===== src/console_pkg.sv =====
// shared constants and types for the operator console
`default_nettype none
package console_pkg;
  // -------------------------------------------------------------
  // widths and counts
  // -------------------------------------------------------------
  localparam int DATA_W = 18;
  localparam int ADDR_W = 15;
  localparam int SEL_W = 4;
  localparam int GROUP_REGS = 12;
  localparam int CABLE_REGS = 24;
  localparam int CTRL_FUNCS = 34;
  localparam int CABLE_SLOTS = CABLE_REGS + 2;
  localparam int SLOT_W = 5;
  localparam int KEYS = 10;
  // -------------------------------------------------------------
  // timing
  // -------------------------------------------------------------
  localparam int CLK_HZ = 10_000_000;
  localparam int DEBOUNCE_US = 5000;
  localparam int DEBOUNCE_CYC = DEBOUNCE_US * (CLK_HZ / 1_000_000);
  localparam int DB_W = 16;
  // -------------------------------------------------------------
  // register port
  // -------------------------------------------------------------
  localparam int BUS_AW = 8;
  localparam int BUS_DW = 32;
  localparam logic [BUS_AW-1:0] REG_CTRL = 8'h00;
  localparam logic [BUS_AW-1:0] REG_STATUS = 8'h04;
  localparam logic [BUS_AW-1:0] REG_SWITCH = 8'h08;
  localparam int CTRL_LOCK_BIT = 0;
  localparam logic CTRL_LOCK_RST = 1'b0;
  localparam int STAT_STATE_LSB = 0;
  localparam int STAT_KEY_LSB = 3;
  localparam int STAT_STOPPED_BIT = 13;
  localparam int STAT_HALTED_BIT = 14;
  // -------------------------------------------------------------
  // types
  // -------------------------------------------------------------
  typedef struct packed {
    logic examine_next;
    logic examine;
    logic deposit_next;
    logic deposit;
    logic read_in;
    logic reset;
    logic stop;
    logic cont;
    logic execute;
    logic start;
  } key_s;

  typedef struct packed {
    logic single_instr;
    logic single_step;
    logic single_time;
    logic halt_loop;
    logic repeat_sw;
    logic parity_off;
    logic clock_off;
    logic reg_group;
  } mode_s;

  typedef enum logic [2:0] {
    ST_IDLE = 3'h1,
    ST_WAIT_HALT = 3'h2,
    ST_WAIT_TICK = 3'h4
  } rep_state_e;
endpackage : console_pkg
`default_nettype wire


===== src/operator_console_control.sv =====
// operator console: switches, keys, repeat, stepping, display cable
//
// The plain strobed port and the register offsets were chosen for this implementation.
`default_nettype none
module operator_console_control #(
  parameter int DEBOUNCE_CYC = console_pkg::DEBOUNCE_CYC
) (
  input wire logic clk_i,
  input wire logic sys_rst_i,
  input wire logic [console_pkg::DATA_W-1:0] data_sw_i,
  input wire logic [console_pkg::ADDR_W-1:0] addr_sw_i,
  input wire logic [console_pkg::SEL_W-1:0] reg_sel_i,
  input wire console_pkg::mode_s mode_sw_i,
  input wire console_pkg::key_s key_raw_i,
  input wire logic repeat_tick_i,
  input wire logic cpu_halted_i,
  input wire logic oas_strobe_i,
  input wire logic [console_pkg::DATA_W-1:0] acc_i,
  input wire logic [console_pkg::ADDR_W-1:0] operand_pointer_i,
  input wire logic rtc_pi_req_i,
  input wire logic parity_pi_req_i,
  input wire logic [console_pkg::DATA_W-1:0] regs_i [console_pkg::CABLE_REGS],
  input wire logic [console_pkg::CTRL_FUNCS-1:0] ctrl_funcs_i,
  input wire logic [console_pkg::BUS_AW-1:0] addr_i,
  input wire logic [console_pkg::BUS_DW-1:0] wdata_i,
  input wire logic wr_i,
  input wire logic rd_i,
  output logic [console_pkg::BUS_DW-1:0] rdata_o,
  output logic [console_pkg::DATA_W-1:0] or_switches_into_accumulator_o,
  output logic [console_pkg::DATA_W-1:0] deposit_data_o,
  output logic [console_pkg::ADDR_W-1:0] memory_address_register_o,
  output logic mar_load_o,
  output console_pkg::key_s key_cmd_o,
  output logic [console_pkg::ADDR_W-1:0] deposit_next_addr_o,
  output logic halt_at_instr_end_o,
  output logic halt_after_time_o,
  output logic halt_after_major_o,
  output logic halt_after_instr_o,
  output logic halt_loop_o,
  output logic rtc_program_interrupt_o,
  output logic parity_program_interrupt_o,
  output logic [console_pkg::DATA_W-1:0] reg_display_o,
  output logic [console_pkg::DATA_W-1:0] cable_data_o,
  output logic [console_pkg::SLOT_W-1:0] cable_slot_o
);
  import console_pkg::*;

  // ---------------------------------------------------------------
  // parameter check
  // ---------------------------------------------------------------
  if (DEBOUNCE_CYC < 1 || DEBOUNCE_CYC >= (1 << DB_W)) begin : g_chk
    $error("debounce count out of range");
  end

  localparam logic [DB_W-1:0] DB_LAST = DB_W'(DEBOUNCE_CYC - 1);

  function automatic logic loads_mar(input key_s k);
    loads_mar = k.start | k.read_in | k.examine | k.deposit;
  endfunction : loads_mar

  function automatic logic repeatable(input key_s k);
    repeatable = k.start | k.execute | k.cont | k.deposit |
                 k.deposit_next | k.examine_next;
  endfunction : repeatable

  // ---------------------------------------------------------------
  // switch synchronisers
  // ---------------------------------------------------------------
  logic [DATA_W-1:0] data_meta_r, data_r;
  logic [ADDR_W-1:0] addr_meta_r, addr_r;
  logic [SEL_W-1:0] sel_meta_r, sel_r;
  mode_s mode_meta_r, mode_r;
  logic tick_meta_r, tick_r, halted_meta_r, halted_r;

  always_ff @(posedge clk_i or posedge sys_rst_i) begin
    if (sys_rst_i) begin
      data_meta_r <= '0;
      data_r <= '0;
      addr_meta_r <= '0;
      addr_r <= '0;
      sel_meta_r <= '0;
      sel_r <= '0;
      mode_meta_r <= '0;
      mode_r <= '0;
      tick_meta_r <= 1'b0;
      tick_r <= 1'b0;
      halted_meta_r <= 1'b0;
      halted_r <= 1'b0;
    end else begin
      data_meta_r <= data_sw_i;
      data_r <= data_meta_r;
      addr_meta_r <= addr_sw_i;
      addr_r <= addr_meta_r;
      sel_meta_r <= reg_sel_i;
      sel_r <= sel_meta_r;
      mode_meta_r <= mode_sw_i;
      mode_r <= mode_meta_r;
      tick_meta_r <= repeat_tick_i;
      tick_r <= tick_meta_r;
      halted_meta_r <= cpu_halted_i;
      halted_r <= halted_meta_r;
    end
  end

  // ---------------------------------------------------------------
  // key debounce
  // ---------------------------------------------------------------
  logic [KEYS-1:0] key_meta_r, key_sync_r, key_stable_r, key_stable_nxt;
  logic [KEYS-1:0] press_r, press_nxt;
  logic [DB_W-1:0] db_cnt_r [KEYS];
  logic [DB_W-1:0] db_cnt_nxt [KEYS];
  key_s press_k;

  assign press_k = key_s'(press_r);

  for (genvar k = 0; k < KEYS; k++) begin : g_key
    always_comb begin
      db_cnt_nxt[k] = '0;
      key_stable_nxt[k] = key_stable_r[k];
      if (key_sync_r[k] != key_stable_r[k]) begin
        db_cnt_nxt[k] = db_cnt_r[k] + DB_W'(1);
        if (db_cnt_r[k] == DB_LAST) begin
          db_cnt_nxt[k] = '0;
          key_stable_nxt[k] = key_sync_r[k];
        end
      end
      press_nxt[k] = key_stable_nxt[k] & ~key_stable_r[k];
    end

    always_ff @(posedge clk_i or posedge sys_rst_i) begin
      if (sys_rst_i) begin
        key_meta_r[k] <= 1'b0;
        key_sync_r[k] <= 1'b0;
        key_stable_r[k] <= 1'b0;
        db_cnt_r[k] <= '0;
        press_r[k] <= 1'b0;
      end else begin
        key_meta_r[k] <= key_raw_i[k];
        key_sync_r[k] <= key_meta_r[k];
        key_stable_r[k] <= key_stable_nxt[k];
        db_cnt_r[k] <= db_cnt_nxt[k];
        press_r[k] <= press_nxt[k];
      end
    end
  end

  // ---------------------------------------------------------------
  // key action and repeat control
  // ---------------------------------------------------------------
  rep_state_e state_r, state_nxt;
  key_s cur_key_r, cur_key_nxt, cmd_r, cmd_nxt;
  logic mar_load_r, mar_load_nxt, stopped_r, stopped_nxt, lock_r, lock_nxt;
  logic ran_r, ran_nxt;
  logic [ADDR_W-1:0] mar_r, mar_nxt;
  key_s go;

  always_comb begin
    state_nxt = state_r;
    cur_key_nxt = cur_key_r;
    cmd_nxt = '0;
    mar_load_nxt = 1'b0;
    mar_nxt = mar_r;
    stopped_nxt = stopped_r;
    go = '0;
    if (press_r != '0 && !lock_r) begin
      go = press_k;
    end
    unique case (state_r)
      ST_IDLE: begin
        if (go != '0) begin
          cmd_nxt = go;
          if (!go.stop && mode_r.repeat_sw && repeatable(go)) begin
            cur_key_nxt = go;
            state_nxt = (go.start || go.cont) ? ST_WAIT_HALT
                                               : ST_WAIT_TICK;
          end
        end
      end
      ST_WAIT_HALT: begin
        if (halted_r && ran_r) begin
          state_nxt = ST_WAIT_TICK;
        end
      end
      ST_WAIT_TICK: begin
        if (tick_r) begin
          cmd_nxt = cur_key_r;
          state_nxt = (cur_key_r.start || cur_key_r.cont) ? ST_WAIT_HALT
                                                           : ST_WAIT_TICK;
        end
      end
      default: begin
        state_nxt = ST_IDLE;
      end
    endcase
    if (state_r != ST_IDLE && (go.stop || !mode_r.repeat_sw)) begin
      state_nxt = ST_IDLE;
      cur_key_nxt = '0;
      cmd_nxt = go.stop ? go : '0;
    end
    // processor must be seen running before a halt counts
    ran_nxt = 1'b0;
    if (state_r == ST_WAIT_HALT && state_nxt == ST_WAIT_HALT) begin
      ran_nxt = ran_r | ~halted_r;
    end
    if (loads_mar(cmd_nxt)) begin
      mar_load_nxt = 1'b1;
      mar_nxt = addr_r;
    end
    if (cmd_nxt.stop) begin
      stopped_nxt = 1'b1;
    end else if (cmd_nxt.start || cmd_nxt.cont || cmd_nxt.execute ||
                 cmd_nxt.read_in) begin
      stopped_nxt = 1'b0;
    end
    lock_nxt = lock_r;
    if (wr_i && addr_i == REG_CTRL) begin
      lock_nxt = wdata_i[CTRL_LOCK_BIT];
    end
  end

  always_ff @(posedge clk_i or posedge sys_rst_i) begin
    if (sys_rst_i) begin
      state_r <= ST_IDLE;
      cur_key_r <= '0;
      cmd_r <= '0;
      mar_load_r <= 1'b0;
      mar_r <= '0;
      stopped_r <= 1'b0;
      lock_r <= CTRL_LOCK_RST;
      ran_r <= 1'b0;
    end else begin
      ran_r <= ran_nxt;
      state_r <= state_nxt;
      cur_key_r <= cur_key_nxt;
      cmd_r <= cmd_nxt;
      mar_load_r <= mar_load_nxt;
      mar_r <= mar_nxt;
      stopped_r <= stopped_nxt;
      lock_r <= lock_nxt;
    end
  end

  // ---------------------------------------------------------------
  // datapath, modes, interrupt gates, display
  // ---------------------------------------------------------------
  logic [DATA_W-1:0] oas_r, oas_nxt, disp_r, disp_nxt, cable_r, cable_nxt;
  logic [ADDR_W-1:0] dnext_r, dnext_nxt;
  logic rtc_r, rtc_nxt, par_r, par_nxt;
  logic [SLOT_W-1:0] slot_r, slot_nxt;
  logic [SEL_W:0] disp_idx;
  logic [BUS_DW-1:0] rdata_r, rdata_nxt;

  always_comb begin
    oas_nxt = oas_r;
    if (oas_strobe_i) begin
      oas_nxt = acc_i | data_r;
    end
    dnext_nxt = operand_pointer_i + ADDR_W'(1);
    rtc_nxt = rtc_pi_req_i & ~mode_r.clock_off;
    par_nxt = parity_pi_req_i & ~mode_r.parity_off;
    disp_idx = mode_r.reg_group ? (SEL_W + 1)'(GROUP_REGS) + {1'b0, sel_r}
                                : {1'b0, sel_r};
    disp_nxt = '0;
    if (sel_r < SEL_W'(GROUP_REGS)) begin
      disp_nxt = regs_i[disp_idx];
    end
    slot_nxt = (slot_r == SLOT_W'(CABLE_SLOTS - 1)) ? '0
                                                   : slot_r + SLOT_W'(1);
    if (slot_r < SLOT_W'(CABLE_REGS)) begin
      cable_nxt = regs_i[slot_r];
    end else if (slot_r == SLOT_W'(CABLE_REGS)) begin
      cable_nxt = ctrl_funcs_i[DATA_W-1:0];
    end else begin
      cable_nxt = DATA_W'(ctrl_funcs_i[CTRL_FUNCS-1:DATA_W]);
    end
    rdata_nxt = '0;
    if (rd_i) begin
      unique case (addr_i)
        REG_CTRL: rdata_nxt[CTRL_LOCK_BIT] = lock_r;
        REG_STATUS: begin
          rdata_nxt[STAT_STATE_LSB +: 3] = state_r;
          rdata_nxt[STAT_KEY_LSB +: KEYS] = cur_key_r;
          rdata_nxt[STAT_STOPPED_BIT] = stopped_r;
          rdata_nxt[STAT_HALTED_BIT] = halted_r;
        end
        REG_SWITCH: rdata_nxt[DATA_W-1:0] = data_r;
        default: rdata_nxt = '0;
      endcase
    end
  end

  always_ff @(posedge clk_i or posedge sys_rst_i) begin
    if (sys_rst_i) begin
      oas_r <= '0;
      dnext_r <= '0;
      rtc_r <= 1'b0;
      par_r <= 1'b0;
      disp_r <= '0;
      slot_r <= '0;
      cable_r <= '0;
      rdata_r <= '0;
    end else begin
      oas_r <= oas_nxt;
      dnext_r <= dnext_nxt;
      rtc_r <= rtc_nxt;
      par_r <= par_nxt;
      disp_r <= disp_nxt;
      slot_r <= slot_nxt;
      cable_r <= cable_nxt;
      rdata_r <= rdata_nxt;
    end
  end

  assign rdata_o = rdata_r;
  assign or_switches_into_accumulator_o = oas_r;
  assign deposit_data_o = data_r;
  assign memory_address_register_o = mar_r;
  assign mar_load_o = mar_load_r;
  assign key_cmd_o = cmd_r;
  assign deposit_next_addr_o = dnext_r;
  assign halt_at_instr_end_o = stopped_r;
  assign halt_after_time_o = mode_r.single_time;
  assign halt_after_major_o = mode_r.single_step;
  assign halt_after_instr_o = mode_r.single_instr;
  assign halt_loop_o = mode_r.halt_loop &
                       (mode_r.single_time | mode_r.single_step |
                        mode_r.single_instr);
  assign rtc_program_interrupt_o = rtc_r;
  assign parity_program_interrupt_o = par_r;
  assign reg_display_o = disp_r;
  assign cable_data_o = cable_r;
  assign cable_slot_o = slot_r;
endmodule : operator_console_control
`default_nettype wire


===== config.mk =====
export PLATFORM = sky130hd
export DESIGN_NAME = operator_console_control
export DESIGN_NICKNAME = d
export VERILOG_FILES = /design/src/console_pkg.sv /design/src/operator_console_control.sv
export SDC_FILE = /design/constraint.sdc
export NUM_CORES = 1
export LEC_CHECK = 0
export BUFFER_PORTS_ARGS = -buffer_cell sky130_fd_sc_hd__buf_2
export CORE_AREA = 2 2 294 296
export DETAILED_ROUTE_END_ITERATION = 10
export DIE_AREA = 0 0 296 298
export PLACE_DENSITY = 0.56
export SYNTH_ARGS = -nofsm -noshare
export SYNTH_HDL_FRONTEND = slang
export SYNTH_SLANG_ARGS = --single-unit

===== constraint.sdc =====
create_clock -name clk_i -period 23.5 [get_ports clk_i]
set_clock_uncertainty 0.1 [all_clocks]
set_input_delay 2.35 -clock clk_i [delete_from_list [all_inputs] [get_ports clk_i]]
set_output_delay 2.35 -clock clk_i [all_outputs]
set_load 0.01 [all_outputs]

==> results.yml <==
status:
  status: "complete, no violations"
cts:
  cts_root_buffer: "clkbuf_16"
  cts_tree: "yes"
  path_clk_slew_ns: 0.06
  cts_buffer_depth: 3
  cts_resized: 0
  cts_buffers: 49
  post_cts_buffers: 0
  ctsHtreeMaxLevel: 2
  cts.sink_count: 430
  clock_latency_ns: 0.62
  ctsHoldBuffers: 0
routing:
  avgViaCountPerCell: 4.97
  vias: 20700
  drtAntennaViolNets: 0
  wl_mm: 93.8
  drc_errors: 0
  firstDrtPassIters: 5
  dr.first_iter.drc_count: 1548
  wl_per_cell_um: 22.5
synth:
  netlist_area_um2: 23900
  synth.distinct_cells: 57
  yosys.area.top_type: "dfrtp_1"
  synthFlopType: "dfrtp_1"
  synth-edff-count: 0
  synthArstFlopShare_pct: 100
  yosys_warnings: 0
  ys_seq_area_share_pct: 45.1
  ys_seq_elements: 430
  synth.top_cell.area_share_pct: 44.9
  synthCells: 2300
  syn_area_per_cell_um2: 10.4
  synth_area_leaders: "dfrtp_1, mux4_2, mux2_2"
worst_hold_path:
  hp-class: "flip-flop to flip-flop"
  hold_depth: 0
global_route:
  grt_pass1_vias: 20100
  grt_max_degree: 169
  gr-total-overflow: 0
  grt_pass1_wl_mm: 133
  antenna_found_initial: 36
  track_usage_pct: 20.4
timing:
  finalHoldViolCount: 0
  setup_viol: 0
  drv_slew: 0
  rsz0062_at_grt: "no"
  clock.fmax_mhz: 234
  fin_crit_ns: 4.27
  min_period_over_period_pct: 18.2
  max_slew_margin_pct: 23.3
  tightest_slew_ns: 1.15
  setup_tns_ns: 0
placed_design:
  hpwl_mm: 73.3
  io_buffers: 714
  place.gp.congestion: 0.984
  post-place-cells: 4051
power_and_ir_drop:
  p_clk_share_pct: 44.7
  switching_share_pct: 26.2
  leakage_nw: 14.5
  p_per_area_nw_per_um2: 60.2
  p_comb_share_pct: 12.5
  seqPwrFrac_pct: 42.7
  peakVddDrop_v: 0.0000532
  p_int_mw: 1.35
  p_switching_mw: 0.478
final_layout:
  multi_input_area_um2: 12400
  regArea_um2: 10800
  final_common_cell: "buf_2"
  drive_gt1_share_pct: 35.8
  fillers: 8775
  final_cell_mix: "buf_2, dfrtp_1, nor2_1"
  final_cell_count_no_fill: 4163
  layout.nets: 3577
  area_growth_pct: 27.2
critical_path:
  cp.arrival_ns: 4.79
  reg2reg_depth: 5
  crit_type: "primary input to asynchronous set/reset pin"
  end_kind: "asynchronous set/reset pin"
  cp_slowest_cell: "buf_4"
  crit_required_ns: 24.02
  crit_family: "buffers and inverters"
  worstPathMaxFanout: 108
  crit_chain: "buf_2, inv_8, buf_4, buf_4"
  crit_cells: 4
  cp_num_buf_inv: 4
  cpMostUsedCell: "buf_4"
  max_stage_delay_ns: 0.82
  cp-start-kind: "primary input"
die:
  io_pins: 760
  die_area_um2: 88200
  die_w_um: 296
  die_h_um: 298
  start_util_pct: 28.1
  rows: 107
  core-area_um2: 84900
flow_run:
  maxCapViolations: 0
Yosys cell counts (all sizes together), types with 39 or more instances:
library cell and n:
mux4 85, xor2 46, nand3 84, a21oi 63, xnor2 120, nand4 45
nand2 214, nor2 269, a22oi 39, mux2 139, clkbuf 100, buf 51
nor2b 42, nor3 76, mux2i 125, o21ai 53, dfrtp 429, and3 45
area by class of cell:
cell class | count | area share, %
inverter | 38 | 0.494
clock inverter | 26 | 1.25
timing repair buffer | 745 | 12.6
antenna | 21 | 0.173
clock buffer | 65 | 4.50
sequential | 430 | 35.4
multi-input combinational | 1694 | 40.8
tap | 1144 | 4.71
power by group through the flow:
stage                     Combinational (mW)  Clock, mW  Sequential, mW
final                                  0.229      0.818           0.781
after global routing                   0.248      0.879           0.784
after CTS                              0.229      0.847           0.781
after detailed placement               0.229          0           0.795
after global placement                 0.227          0           0.794
after floorplan                        0.110          0           0.795
kinds of logic (layout without fill, tap and decap cells):
logic type	count (synthesis)	count (layout)	synth area share (%)
DFF	430	430	45.1
other	1	35	0.0157
adders and majority gates	16	16	0.838
buffers and inverters	189	874	3.35
and+or+nand+nor	860	860	17.0
muxes	349	349	19.9
AOI/OAI and AO/OA	289	289	7.76
xor gates and xnor gates	166	166	6.09
registers in the layout, indices dropped and copies added (netlist names), 18 cells and up:
| register | flops |
|---|---|
| db_cnt_r | 160 |
| cable_data_o | 18 |
| data_meta_r | 18 |
| deposit_data_o | 18 |
| or_switches_into_accumulator_o | 18 |
| rdata_o | 18 |
| reg_display_o | 18 |
through the flow:
step	util, %	total power, mW	setup slack (ns)	cell area, um2	hold slack [ns]
after floorplan	-	0.905	9.08	23900	0.231
after global placement	33.7	1.02	18.43	28600	0.231
after detailed placement	33.7	1.02	18.42	28600	0.235
after CTS	35.7	1.86	19.11	30300	0.242
after global routing	35.8	1.91	18.77	30400	0.250
final	35.8	1.83	19.23	30400	0.244
worst paths after layout:
path	start	end	slack (ns)
setup reg to reg	sel_r[1]$_DFF_PP0_	reg_display_o[4]$_DFF_PP0_	20.00
max in group clk_i	cable_slot_o[1]$_DFF_PP0_	cable_slot_o[1]	19.24
hold reg to reg	sel_meta_r[2]$_DFF_PP0_	sel_r[2]$_DFF_PP0_	0.24
min in group asynchronous	sys_rst_i	deposit_next_addr_o[7]$_DFF_PP0_	1.78
hold / removal	sel_meta_r[2]$_DFF_PP0_	sel_r[2]$_DFF_PP0_	0.24
setup / recovery	sys_rst_i	memory_address_register_o[2]$_DFFE_PP0P_	19.23
routing by layer:
metal | global-route usage, % | vias to the layer above | part of all wire, %
li1 | - | 9520 | -
met1 | 28.1 | 10200 | 44
met2 | 31.3 | 846 | 45
met3 | 4.79 | 164 | 8.1
met4 | 6.75 | 12 | 3.4
met5 | 0 | - | 0.083
Power figures use the tool's default switching activity.
